==> config.mk <==
export PLATFORM = sky130hd
export DESIGN_NAME = dpt_drum_timing
export DESIGN_NICKNAME = d
export VERILOG_FILES = /design/src/dpt_chan.sv /design/src/dpt_drum_timing.sv
export SDC_FILE = /design/constraint.sdc
export NUM_CORES = 1
export LEC_CHECK = 0
export BUFFER_PORTS_ARGS = -buffer_cell sky130_fd_sc_hd__buf_2
export CAP_MARGIN = 10
export CORE_MARGIN = 2
export CORE_UTILIZATION = 51
export CTS_BUF_LIST = sky130_fd_sc_hd__clkbuf_2
export DETAILED_ROUTE_END_ITERATION = 6
export PLACE_DENSITY = 0.75
export SETUP_SLACK_MARGIN = 0.15
export SYNTH_ARGS = -nofsm -noshare
export SYNTH_HDL_FRONTEND = slang
export SYNTH_SLANG_ARGS = --single-unit
==> constraint.sdc <==
create_clock -name i_clk_sys -period 1.9 [get_ports i_clk_sys]
set_clock_uncertainty 0.15 [all_clocks]
set_input_delay 0.285 -clock i_clk_sys [delete_from_list [all_inputs] [get_ports i_clk_sys]]
set_output_delay 0.285 -clock i_clk_sys [all_outputs]
set_load 0.01 [all_outputs]
==> src/dpt_chan.sv <==
// drum head channel: constants package plus one read/record channel
`default_nettype none

package dpt_pkg;
	// ***************************************************************
	// clock and bit-cell timing
	// ***************************************************************
	localparam int CLK_NS = 100;
	localparam int BIT_NS = 8000;
	localparam int LATE_NS = 3000;
	localparam int RWIN_NS = 2000;
	localparam int RWIN_LEAD_NS = 1000;
	localparam int BIT_CYC = BIT_NS / CLK_NS;
	localparam int LATE_CYC = (LATE_NS + CLK_NS - 1) / CLK_NS;
	localparam int RWIN_CYC = RWIN_NS / CLK_NS;
	localparam int RWIN_LEAD_CYC = (RWIN_LEAD_NS + CLK_NS - 1) / CLK_NS;
	localparam int PH_W = 8;
	// ***************************************************************
	// track layout
	// ***************************************************************
	localparam int SECTORS = 64;
	localparam int BITS = 32;
	localparam int SECT_W = 6;
	localparam int BIT_W = 5;
	localparam int CMD_BITS = 5;
	localparam logic [BIT_W-1:0] LAST_BIT = 5'h1f;
	localparam logic [BIT_W-1:0] CMD_END = 5'h05;
	localparam logic [2:0] GROUP_MASK = 3'h0;
	// ***************************************************************
	// circulating lines and timing tracks
	// ***************************************************************
	localparam int NLINES = 5;
	localparam int LN_U = 0;
	localparam int LN_L = 1;
	localparam int LN_C = 2;
	localparam int LN_X = 3;
	localparam int LN_D = 4;
	localparam int NTRACKS = 3;
	localparam int TR_S1 = 0;
	localparam int TR_S2 = 1;
	localparam int TR_S3 = 2;
	localparam int NTIMING = 8;
endpackage

module dpt_chan (
	// clock and reset
	input wire logic i_clk_sys,
	input wire logic i_rst_n,
	// head polarity pins, normal and alternate tap
	input wire logic i_head,
	input wire logic i_head_alt,
	input wire logic i_use_alt,
	// strobes from the bit clock
	input wire logic i_bit_stb,
	input wire logic i_mid_stb,
	input wire logic i_rec_gate,
	// record side
	input wire logic i_rec_bit,
	input wire logic i_rec_en,
	// read side
	output logic o_early,
	output logic o_bit,
	// winding drive
	output logic o_head_a,
	output logic o_head_b
);
	logic [2:0] sync;
	logic level, rd, dly, rec;
	logic next_level, next_rd, next_dly, next_rec, next_drv;
	logic tap;

	// ***************************************************************
	// sampling and read flip-flops
	// ***************************************************************
	// tap mux sits ahead of the synchroniser so one chain serves both
	assign tap = i_use_alt ? i_head_alt : i_head;

	// filtered level moves only when stages two and three agree
	always_comb begin
		next_level = level;
		if (sync[1] == sync[2]) begin
			next_level = sync[2];
		end
		next_rd = rd;
		next_dly = dly;
		if (i_mid_stb) begin
			next_rd = level;
			next_dly = rd;
		end
	end

	// ***************************************************************
	// record flip-flop and winding drive
	// ***************************************************************
	always_comb begin
		next_rec = rec;
		if (i_bit_stb) begin
			next_rec = i_rec_bit;
		end else if (i_mid_stb) begin
			next_rec = ~rec;
		end
		// drive stops at the end of the record window, before next cell
		next_drv = i_rec_en & i_rec_gate;
	end

	always_ff @(posedge i_clk_sys) begin
		if (!i_rst_n) begin
			sync <= 3'h0;
			level <= 1'b0;
			rd <= 1'b0;
			dly <= 1'b0;
			rec <= 1'b0;
		end else begin
			sync <= {sync[1:0], tap};
			level <= next_level;
			rd <= next_rd;
			dly <= next_dly;
			rec <= next_rec;
		end
	end

	// outputs registered: one winding or the other, never both
	always_ff @(posedge i_clk_sys) begin
		if (!i_rst_n) begin
			o_head_a <= 1'b0;
			o_head_b <= 1'b0;
		end else begin
			o_head_a <= next_drv & next_rec;
			o_head_b <= next_drv & ~next_rec;
		end
	end

	assign o_early = rd;
	assign o_bit = dly;
endmodule

`default_nettype wire

==> src/dpt_drum_timing.sv <==
// drum bit clock, timing-track decode and circulating lines
`default_nettype none


module dpt_drum_timing
	import dpt_pkg::*;
#(
	parameter int LINES = dpt_pkg::NLINES
) (
	// clock and reset
	input wire logic i_clk_sys,
	input wire logic i_rst_n,
	// clock track and timing-track heads
	input wire logic i_clk_track,
	input wire logic [dpt_pkg::NTRACKS-1:0] i_track_head,
	// circulating line heads
	input wire logic [LINES-1:0] i_line_head,
	input wire logic [LINES-1:0] i_line_head_alt,
	// mode selects from control
	input wire logic i_mul_div,
	input wire logic i_lengthen,
	// new data for the lines from arithmetic and control
	input wire logic [LINES-1:0] i_line_wr_sel,
	input wire logic [LINES-1:0] i_line_wr_data,
	input wire logic [LINES-1:0] i_line_rec_en,
	// sector request
	input wire logic [dpt_pkg::SECT_W-1:0] i_req_sector,
	// bit clock strobes
	output logic o_clock_toggle,
	output logic o_bit_strobe,
	output logic o_true_phase_strobe,
	output logic o_false_phase_late_strobe,
	output logic o_true_phase_late_strobe,
	output logic o_record_window_strobe,
	// word timing
	output logic [dpt_pkg::NTIMING-1:0] o_timing,
	output logic [dpt_pkg::BIT_W-1:0] o_bit_count,
	output logic [dpt_pkg::SECT_W-1:0] o_sector_count,
	output logic [dpt_pkg::SECT_W-1:0] o_sector_num,
	output logic o_sector_match,
	// line data and head drive
	output logic [LINES-1:0] o_line_early,
	output logic [LINES-1:0] o_line_bit,
	output logic [LINES-1:0] o_line_head_a,
	output logic [LINES-1:0] o_line_head_b
);
	import dpt_pkg::*;

	// refuse parameter values the fixed five-line layout cannot serve
	if (LINES != NLINES) begin : g_bad_lines
		$error("dpt_drum_timing: LINES must equal the five lines");
	end
	if (LATE_CYC >= BIT_CYC / 2 || BIT_CYC >= (1 << PH_W)) begin : g_bad_tim
		$error("dpt_drum_timing: strobe timing does not fit");
	end

	function automatic logic [SECT_W-1:0] sect_next(
		input logic [SECT_W-1:0] s,
		input logic group_end
	);
		logic [SECT_W-1:0] r;
		r = s + 6'h01;
		// an eighth-word mark pulls the count onto a multiple of eight
		if (group_end) begin
			r = {r[SECT_W-1:3], GROUP_MASK};
		end
		return r;
	endfunction

	// ***************************************************************
	// clock track and strobe generation
	// ***************************************************************
	logic [2:0] ck_sync;
	logic toggle, next_toggle;
	logic [PH_W-1:0] ph_cnt, next_ph_cnt;
	logic t1_s, t2_s, t3_s, t4_s, t5_s;
	logic next_t1, next_t2, next_t3, next_t4, next_t5;
	logic rgate, next_rgate;

	// toggle follows the track once stages two and three agree
	always_comb begin
		next_toggle = toggle;
		if (ck_sync[1] == ck_sync[2]) begin
			next_toggle = ck_sync[2];
		end
		next_t1 = 1'b0;
		next_t2 = 1'b0;
		next_t3 = 1'b0;
		next_t4 = 1'b0;
		next_ph_cnt = ph_cnt;
		// counter saturates if the clock track stops
		if (ph_cnt != {PH_W{1'b1}}) begin
			next_ph_cnt = ph_cnt + 8'h01;
		end
		if (next_toggle != toggle) begin
			next_ph_cnt = 8'h00;
			next_t2 = next_toggle;
			next_t1 = ~next_toggle;
		end else if (ph_cnt == 8'(LATE_CYC - 1)) begin
			next_t4 = toggle;
			next_t3 = ~toggle;
		end
		// 2 us window from 1 us into the true half, ends before next cell start
		next_t5 = t5_s;
		if (toggle && next_toggle == toggle) begin
			if (ph_cnt == 8'(RWIN_LEAD_CYC - 1)) begin
				next_t5 = 1'b1;
			end else if (ph_cnt == 8'(RWIN_LEAD_CYC + RWIN_CYC - 1)) begin
				next_t5 = 1'b0;
			end
		end else begin
			next_t5 = 1'b0;
		end
		// heads may drive from cell start until the window closes
		next_rgate = rgate;
		if (next_t1) begin
			next_rgate = 1'b1;
		end else if (t5_s && !next_t5) begin
			next_rgate = 1'b0;
		end
	end

	always_ff @(posedge i_clk_sys) begin
		if (!i_rst_n) begin
			ck_sync <= 3'h0;
			toggle <= 1'b0;
			ph_cnt <= 8'h00;
			t1_s <= 1'b0;
			t2_s <= 1'b0;
			t3_s <= 1'b0;
			t4_s <= 1'b0;
			t5_s <= 1'b0;
			rgate <= 1'b0;
		end else begin
			ck_sync <= {ck_sync[1:0], i_clk_track};
			toggle <= next_toggle;
			ph_cnt <= next_ph_cnt;
			t1_s <= next_t1;
			t2_s <= next_t2;
			t3_s <= next_t3;
			t4_s <= next_t4;
			t5_s <= next_t5;
			rgate <= next_rgate;
		end
	end

	assign o_clock_toggle = toggle;
	assign o_bit_strobe = t1_s;
	assign o_true_phase_strobe = t2_s;
	assign o_false_phase_late_strobe = t3_s;
	assign o_true_phase_late_strobe = t4_s;
	assign o_record_window_strobe = t5_s;

	// ***************************************************************
	// timing tracks: read flop and one-bit delay each
	// ***************************************************************
	logic [NTRACKS-1:0] trk_now, trk_dly;

	for (genvar k = 0; k < NTRACKS; k++) begin : g_trk
		dpt_chan u_trk (
			.i_clk_sys(i_clk_sys),
			.i_rst_n(i_rst_n),
			.i_head(i_track_head[k]),
			.i_head_alt(1'b0),
			.i_use_alt(1'b0),
			.i_bit_stb(t1_s),
			.i_mid_stb(t2_s),
			.i_rec_gate(1'b0),
			.i_rec_bit(1'b0),
			.i_rec_en(1'b0),
			.o_early(trk_now[k]),
			.o_bit(trk_dly[k]),
			.o_head_a(),
			.o_head_b()
		);
	end

	// ***************************************************************
	// word timing decode, counters and sector field
	// ***************************************************************
	logic s1, s2, s3, d2, d3;
	logic [NTIMING-1:0] tim, next_tim;
	logic [BIT_W-1:0] bit_cnt, next_bit_cnt;
	logic [SECT_W-1:0] sec_cnt, next_sec_cnt;
	logic [SECT_W-1:0] sec_shift, next_sec_shift;
	logic [SECT_W-1:0] sec_num, next_sec_num;
	logic match, next_match;
	logic sign_t, eighth_t;

	assign s1 = trk_now[TR_S1];
	assign s2 = trk_now[TR_S2];
	assign s3 = trk_now[TR_S3];
	assign d2 = trk_dly[TR_S2];
	assign d3 = trk_dly[TR_S3];
	assign sign_t = ~d2 & s2;
	assign eighth_t = sign_t & s1;

	// decoded at the late true strobe, when both flops have settled
	always_comb begin
		next_tim = tim;
		next_bit_cnt = bit_cnt;
		next_sec_cnt = sec_cnt;
		next_sec_shift = sec_shift;
		next_sec_num = sec_num;
		next_match = match;
		if (t4_s) begin
			next_tim[0] = ~s2 & s3 & (bit_cnt >= CMD_END);
			next_tim[1] = s2 & s3;
			next_tim[2] = bit_cnt < CMD_END;
			next_tim[3] = bit_cnt == LAST_BIT;
			next_tim[4] = ~s2 & ~s3;
			next_tim[5] = sign_t;
			next_tim[6] = s2 & ~s3;
			next_tim[7] = eighth_t;
			// sign time closes the word; counter wraps at 32
			if (sign_t) begin
				next_bit_cnt = '0;
				next_sec_cnt = sect_next(sec_cnt, eighth_t);
			end else begin
				next_bit_cnt = bit_cnt + 5'h01;
			end
			// sector bits shift in while the third track is false
			if (!s3) begin
				next_sec_shift = {s1, sec_shift[SECT_W-1:1]};
			end else if (!d3) begin
				next_sec_num = sec_shift;
				next_match = sec_shift == i_req_sector;
			end
		end
	end

	always_ff @(posedge i_clk_sys) begin
		if (!i_rst_n) begin
			tim <= '0;
			bit_cnt <= '0;
			sec_cnt <= '0;
			sec_shift <= '0;
			sec_num <= '0;
			match <= 1'b0;
		end else begin
			tim <= next_tim;
			bit_cnt <= next_bit_cnt;
			sec_cnt <= next_sec_cnt;
			sec_shift <= next_sec_shift;
			sec_num <= next_sec_num;
			match <= next_match;
		end
	end

	assign o_timing = tim;
	assign o_bit_count = bit_cnt;
	assign o_sector_count = sec_cnt;
	assign o_sector_num = sec_num;
	assign o_sector_match = match;

	// ***************************************************************
	// circulating lines
	// ***************************************************************
	logic [LINES-1:0] use_alt;
	logic [LINES-1:0] rec_bit;
	logic [LINES-1:0] ln_early, ln_bit;

	// tap choice sets line length; C, X and D have a single tap
	always_comb begin
		use_alt = '0;
		use_alt[LN_U] = i_mul_div;
		use_alt[LN_L] = i_lengthen;
		use_alt[LN_C] = 1'b0;
		use_alt[LN_X] = 1'b0;
		use_alt[LN_D] = 1'b0;
		// recirculate the delayed copy unless control writes new data
		for (int n = 0; n < LINES; n++) begin
			rec_bit[n] = i_line_wr_sel[n] ? i_line_wr_data[n] : ln_bit[n];
		end
	end

	for (genvar n = 0; n < LINES; n++) begin : g_line
		dpt_chan u_line (
			.i_clk_sys(i_clk_sys),
			.i_rst_n(i_rst_n),
			.i_head(i_line_head[n]),
			.i_head_alt(i_line_head_alt[n]),
			.i_use_alt(use_alt[n]),
			.i_bit_stb(t1_s),
			.i_mid_stb(t2_s),
			.i_rec_gate(rgate),
			.i_rec_bit(rec_bit[n]),
			.i_rec_en(i_line_rec_en[n]),
			.o_early(ln_early[n]),
			.o_bit(ln_bit[n]),
			.o_head_a(o_line_head_a[n]),
			.o_head_b(o_line_head_b[n])
		);
	end

	// early tap feeds main memory one bit ahead of the delayed copy
	assign o_line_early = ln_early;
	assign o_line_bit = ln_bit;
endmodule

`default_nettype wire

; After elaboration in Yosys (flattened, before gate mapping)
; Index checks and enable logic that the tools add are counted.
[classes]
n_addsub = 3
mul = 0
div = 0
magnitude_cmp = 2
n_eq_ne = 16
shifts = 0
mux = 26
n_bitwise = 40
reduce_logical = 10
[op_table]
columns = cell, n
row1 = 1-bit 2-to-1 mux, 24
row2 = 1-bit AND, 22
row3 = 1-bit NOT, 18
row4 = 1-bit equality test, 10
row5 = "8-bit by 1-bit adder with 8-bit output, second input constant", 1
row6 = "8-bit by 4-bit equality test with 1-bit output, second input constant", 1
row7 = "8-bit by 5-bit equality test with 1-bit output, second input constant", 1
row8 = "8-bit != test, second input constant", 1
row9 = "6-bit by 1-bit adder with 6-bit output, second input constant", 1
row10 = 6-bit equality test, 1
row11 = 2-bit AND reduction, 3
row12 = "5-bit by 1-bit adder with 5-bit output, second input constant", 1
row13 = "5-bit equality test, second input constant", 1
row14 = "5-bit by 3-bit >= comparator with 1-bit output, second input constant", 1
row15 = "5-bit by 3-bit less-than comparator with 1-bit output, second input constant", 1
row16 = 5-bit 2-to-1 mux, 1
row17 = 3-bit 2-to-1 mux, 1
row18 = 3-bit AND reduction, 1
row19 = 3-bit OR reduction, 1
row20 = 1-bit logical AND, 2
row21 = 2-bit nonzero test, 1
row22 = 2-bit OR reduction, 1
row23 = 1-bit zero test, 1
row24 = 1-bit != test, 1
[totals]
reg_bits = 112
latch_bits = 0
mem_bits_rw = 0
romBits = 0
input_bits = 39
out_inout_bits = 52
word_cells = 158
n_memories = 0

; Logic depth before layout (Yosys ltp)
[logic_depth]
word_depth = 9
ltp_mapped = 6
depth_no_buf = 6

; By module
; Synthesis repeated with hierarchy kept, for this count alone.
[unflattened]
cells_unflattened = 476
area_unflattened_um2 = 4647.0
[modules_own_cells]
columns = mod, n_inst, cells_each, area_per_inst_um2
row1 = dpt_chan, 8, 30, 310.3
row2 = dpt_drum_timing, 1, 236, 2164.6

; Worst setup path before layout
; OpenSTA, ideal clock, no wires.
[synth_timing]
path_kind = register to register
from = reg ph_cnt[0]
to = reg t5_s, in the netlist o_record_window_strobe
setup_time_ns = 0.074
t_arrival_ns = 1.610
slack_ns = 0.065
stages_incl_launch_ff = 5
path_buffers = 0
cell_sequence = dfxtp_1 > ha_1 > or4b_4 > or4b_1 > a31oi_1
[synth_via]
elab_chain_cells = 4
word_cells_on_any_way = 5
[synth_lines]
columns = element, line
row1 = start: declaration, dpt_drum_timing.sv:75  ; logic [PH_W-1:0] ph_cnt, next_ph_cnt;
row2 = start signal: assignment, dpt_drum_timing.sv:137  ; ph_cnt <= next_ph_cnt;
row3 = 8-bit by 5-bit equality test with 1-bit output, dpt_drum_timing.sv:108  ; end else if (ph_cnt == 8'(RWIN_LEAD_CYC + RWIN_CYC - 1)) begin
row4 = 1-bit 2-to-1 mux, dpt_drum_timing.sv:108
row5 = 1-bit 2-to-1 mux *, dpt_drum_timing.sv:106  ; if (ph_cnt == 8'(RWIN_LEAD_CYC - 1)) begin
row6 = 1-bit 2-to-1 mux *, dpt_drum_timing.sv:105  ; if (toggle && next_toggle == toggle) begin
row7 = end signal: assignment, dpt_drum_timing.sv:142  ; t5_s <= next_t5;
row8 = end: declaration, dpt_drum_timing.sv:76  ; logic t1_s, t2_s, t3_s, t4_s, t5_s;
; Every way passes the cells marked *; elsewhere a longest branch is shown, timed or not.
; A chain may end at the register's enable or synchronous reset.

; Worst setup path in the final report
[layout_timing]
from = reg ph_cnt[1]
to = reg t5_s, in the netlist o_record_window_strobe
; The elaborated chain is that of the path after synthesis.

==> summary.md <==
| Metric | Value |
|---|---|
| Outcome | `finished clean` |
| Max VDD drop | `0.0003466 V` |
| DR WL/cell | `13.07 um` |
| DR iter-0 viols | `144` |
| Worst R2R Start | `ph_cnt[1]$_SDFFE_PP0P_` |
| Worst-Margin Slew | `0.4366 ns` |
| Worst setup path start | `ph_cnt[1]$_SDFFE_PP0P_` |
| Setup crit end kind | `flip-flop` |
| Post-Syn Instances | `435` |
| Max Slew Vio Count | `0` |
| Worst skew pair latency | `0.58 ns` |
| Placed insts | `604` |
| FMAX | `549.1 MHz` |
| Min-Delay Path Class | `input port to flip-flop` |
| Setup crit start kind | `flip-flop` |
| Port bufs | `87` |
| H-tree depth | `3` |
| HPWL Detailed | `5611 um` |
| Vias | `3,295` |
| Post-synthesis sequential area ratio | `52.74%` |
| Avg Synthesized Cell Area | `9.774 um2` |
| Die Wd | `95.31 um` |
| TritonCTS clock tree | `done` |
| CTS buffer count | `9` |
| Setup TNS Final | `0 ns` |
| Initial Utilization | `52.27%` |
| Unrepaired setup endpoints after global routing | `yes` |
| Via density | `4.962` |
| Die extent in y | `95.31 um` |
| Power density over the cells | `692.3 nW/um2` |
| Top FF cell, synth | `dfxtp_1` |
| Cell accounting for the most synthesized area | `dfxtp_1` |
| Final hold vios | `0` |
| Yosys cell types | `45` |
| DRC viols | `0` |
| Hold Path Origin | `i_req_sector[1]` |
| CTS max path bufs | `2` |
| Mapped cell area | `4252 um2` |
| Clock root cell | `clkbuf_2` |
| Fin crit share | `95.84%` |
| Non-filler cells, final | `664` |
| Crit-path max FO | `4` |
| Layout area overhead | `26.55%` |
| Die ar. | `9083 um2` |
| Post-route ant nets | `0` |
| Max Cap Viol | `0` |
| Placer's final routability congestion estimate | `0.7669` |
| Net count reported at finish | `601` |
| Clock slew at reported path FFs | `0.29 ns` |
| Global-route wire length before repair | `13,510 um` |
| Largest net degree at the start of global routing | `22` |
| Final core occ | `66.14%` |
| CP required | `2.27 ns` |
| Synth Net Count | `482` |
| Share of cells above drive strength 1 | `27.73%` |
| Top post-synthesis cells by area | `dfxtp_1 (53%), mux2i_1 (8.7%), and2_1 (4.7%)` |
| Most common cell after layout, fill and taps aside | `dfxtp_1` |
| Final hold slack | `0.06780 ns` |
| FP Rows | `33` |
| Boundary Pins | `91` |
| Number of global-route vias before repair | `2,978` |
| Clk sinks | `112` |
| Total GRT Usage | `18.86%` |
| Critical path arrival | `2.20 ns` |
| Final Critical Period | `1.821 ns` |
| Post-Route WL | `8678 um` |
| EDFF count, synth | `0` |
| Most frequent cells in the layout | `dfxtp_1 (105), buf_2 (85), nor2_1 (42)` |
| Seq cells post-synth | `112` |
| Slew HR | `70.83%` |
| Initial antenna violation count | `0` |
| Setup violators final | `0` |
| GRT overflow | `0` |
| LEAKAGE | `0.002308 uW` |
| WS Path Type | `flip-flop to flip-flop` |
| FFs w/ async S/R, synth | `0%` |
| Core box area | `8134 um2` |
| Share of the synthesized area in the top cell type | `52.74%` |
| Fillers | `680` |
| Diodes inserted | `0` |
| 1st-pass router iterations | `4` |
| Synth warn | `0` |
[per-stage QoR]
stage | worst slack, ns | cell area (um2) | power (uW)
global route | -0.005895 | 5380 | 3874
global placement | 0.08743 | 4706 | 2586
CTS | 0.04886 | 5196 | 3748
detailed placement | 0.04657 | 4706 | 2592
floorplan | 0.1108 | 4254 | 2520
finish | 0.07899 | 5380 | 3725
[flip-flops by register name (all words and copies together) (netlist names), 6 cells and up]
| name | count |
|---|---|
| o_sector_count | 6 |
| g_trk.u_trk.sync | 9 |
| ph_cnt | 8 |
| sec_shift | 6 |
| o_timing | 8 |
| o_sector_num | 6 |
| g_line.u_line.sync | 15 |
[synthesized netlist by cell type, types with 2 or more instances]
cell type / instances
a32o_1: 2
o21a_1: 2
clkbuf_1: 13
nand2_1: 39
and3_1: 3
nor2b_1: 6
and2_1: 32
nor4_1: 3
or3_1: 3
nand2b_1: 3
xnor2_1: 6
o2111ai_1: 2
or2_2: 2
nor3b_1: 2
nor2_1: 42
a2bb2oi_1: 2
nand3_1: 8
o31ai_1: 2
nand3b_1: 3
nor3_1: 7
xor2_1: 8
nand4_1: 2
a211oi_1: 2
a31oi_1: 3
buf_4: 21
inv_1: 6
and4_1: 2
dfxtp_1: 112
o21ai_0: 14
mux2i_1: 37
buf_2: 2
a21oi_1: 24
ha_1: 8
[timing repair]
action / CTS / global route
pin swaps: 1 / 5
resized for setup: 14 / 17
hold buffers: 27 / 0
endpoints found under the setup margin: 11 / 12
hold endpoints to repair: 29 / 0
gates cloned: 0 / 1
buffers inserted: 6 / 10
[layer usage]
| layer | part of all wire (%) | global-route usage (%) | vias up |
|---|---|---|---|
| met5 | 0 | 0 | - |
| met4 | 0.83 | 6.763 | 0 |
| met3 | 3.9 | 3.715 | 8 |
| met2 | 50 | 31.92 | 62 |
| met1 | 45 | 23.89 | 1539 |
| li1 | - | - | 1686 |
[power breakdown]
part | internal [uW] | switching, uW | leakage (uW)
combinational | 123 | 89.6 | 0.00132
sequential | 2390 | 13.8 | 0.000912
clock | 320 | 793 | 0.0000727
total | 2830 | 896 | 0.00231
[layout make-up]
class	count	area (um2)	area share [%]
clock inverters	7	81.33	1.512
well taps	105	131.4	2.442
inverters	7	26.28	0.4884
repair buffers	145	1013	18.84
flip-flops and latches	112	2261	42.02
multi-input cells	279	1822	33.86
clock buffers	9	45.04	0.8372
[critical path, stage by stage (launching register included)]
cell and delay [ns]:
dfxtp_1 0.38, inv_1 0.05, ha_1 0.13, or4b_4 0.47, or4b_1 0.48, a31oi_1 0.13
[worst paths after layout]
kind | end | slack, ns | depth (start not counted)
max reg2reg | o_record_window_strobe$_SDFF_PN0_ | 0.08 | 5
min reg2reg | g_line[0].u_line.sync[1]$_SDFF_PN0_ | 0.28 | 1
min | o_sector_match$_SDFFE_PN0P_ | 0.07 | 4
max | o_record_window_strobe$_SDFF_PN0_ | 0.08 | 5
[kinds of logic after synthesis]
group | after synthesis | synth area share, %
mux | 37 | 8.711
buf+inv | 44 | 5.797
fa+ha+maj | 9 | 2.590
compound gates | 58 | 8.211
xor+xnor | 14 | 2.884
flops | 112 | 52.74
simple gates | 161 | 19.07
Note: power is estimated with default switching activity, not from simulation.
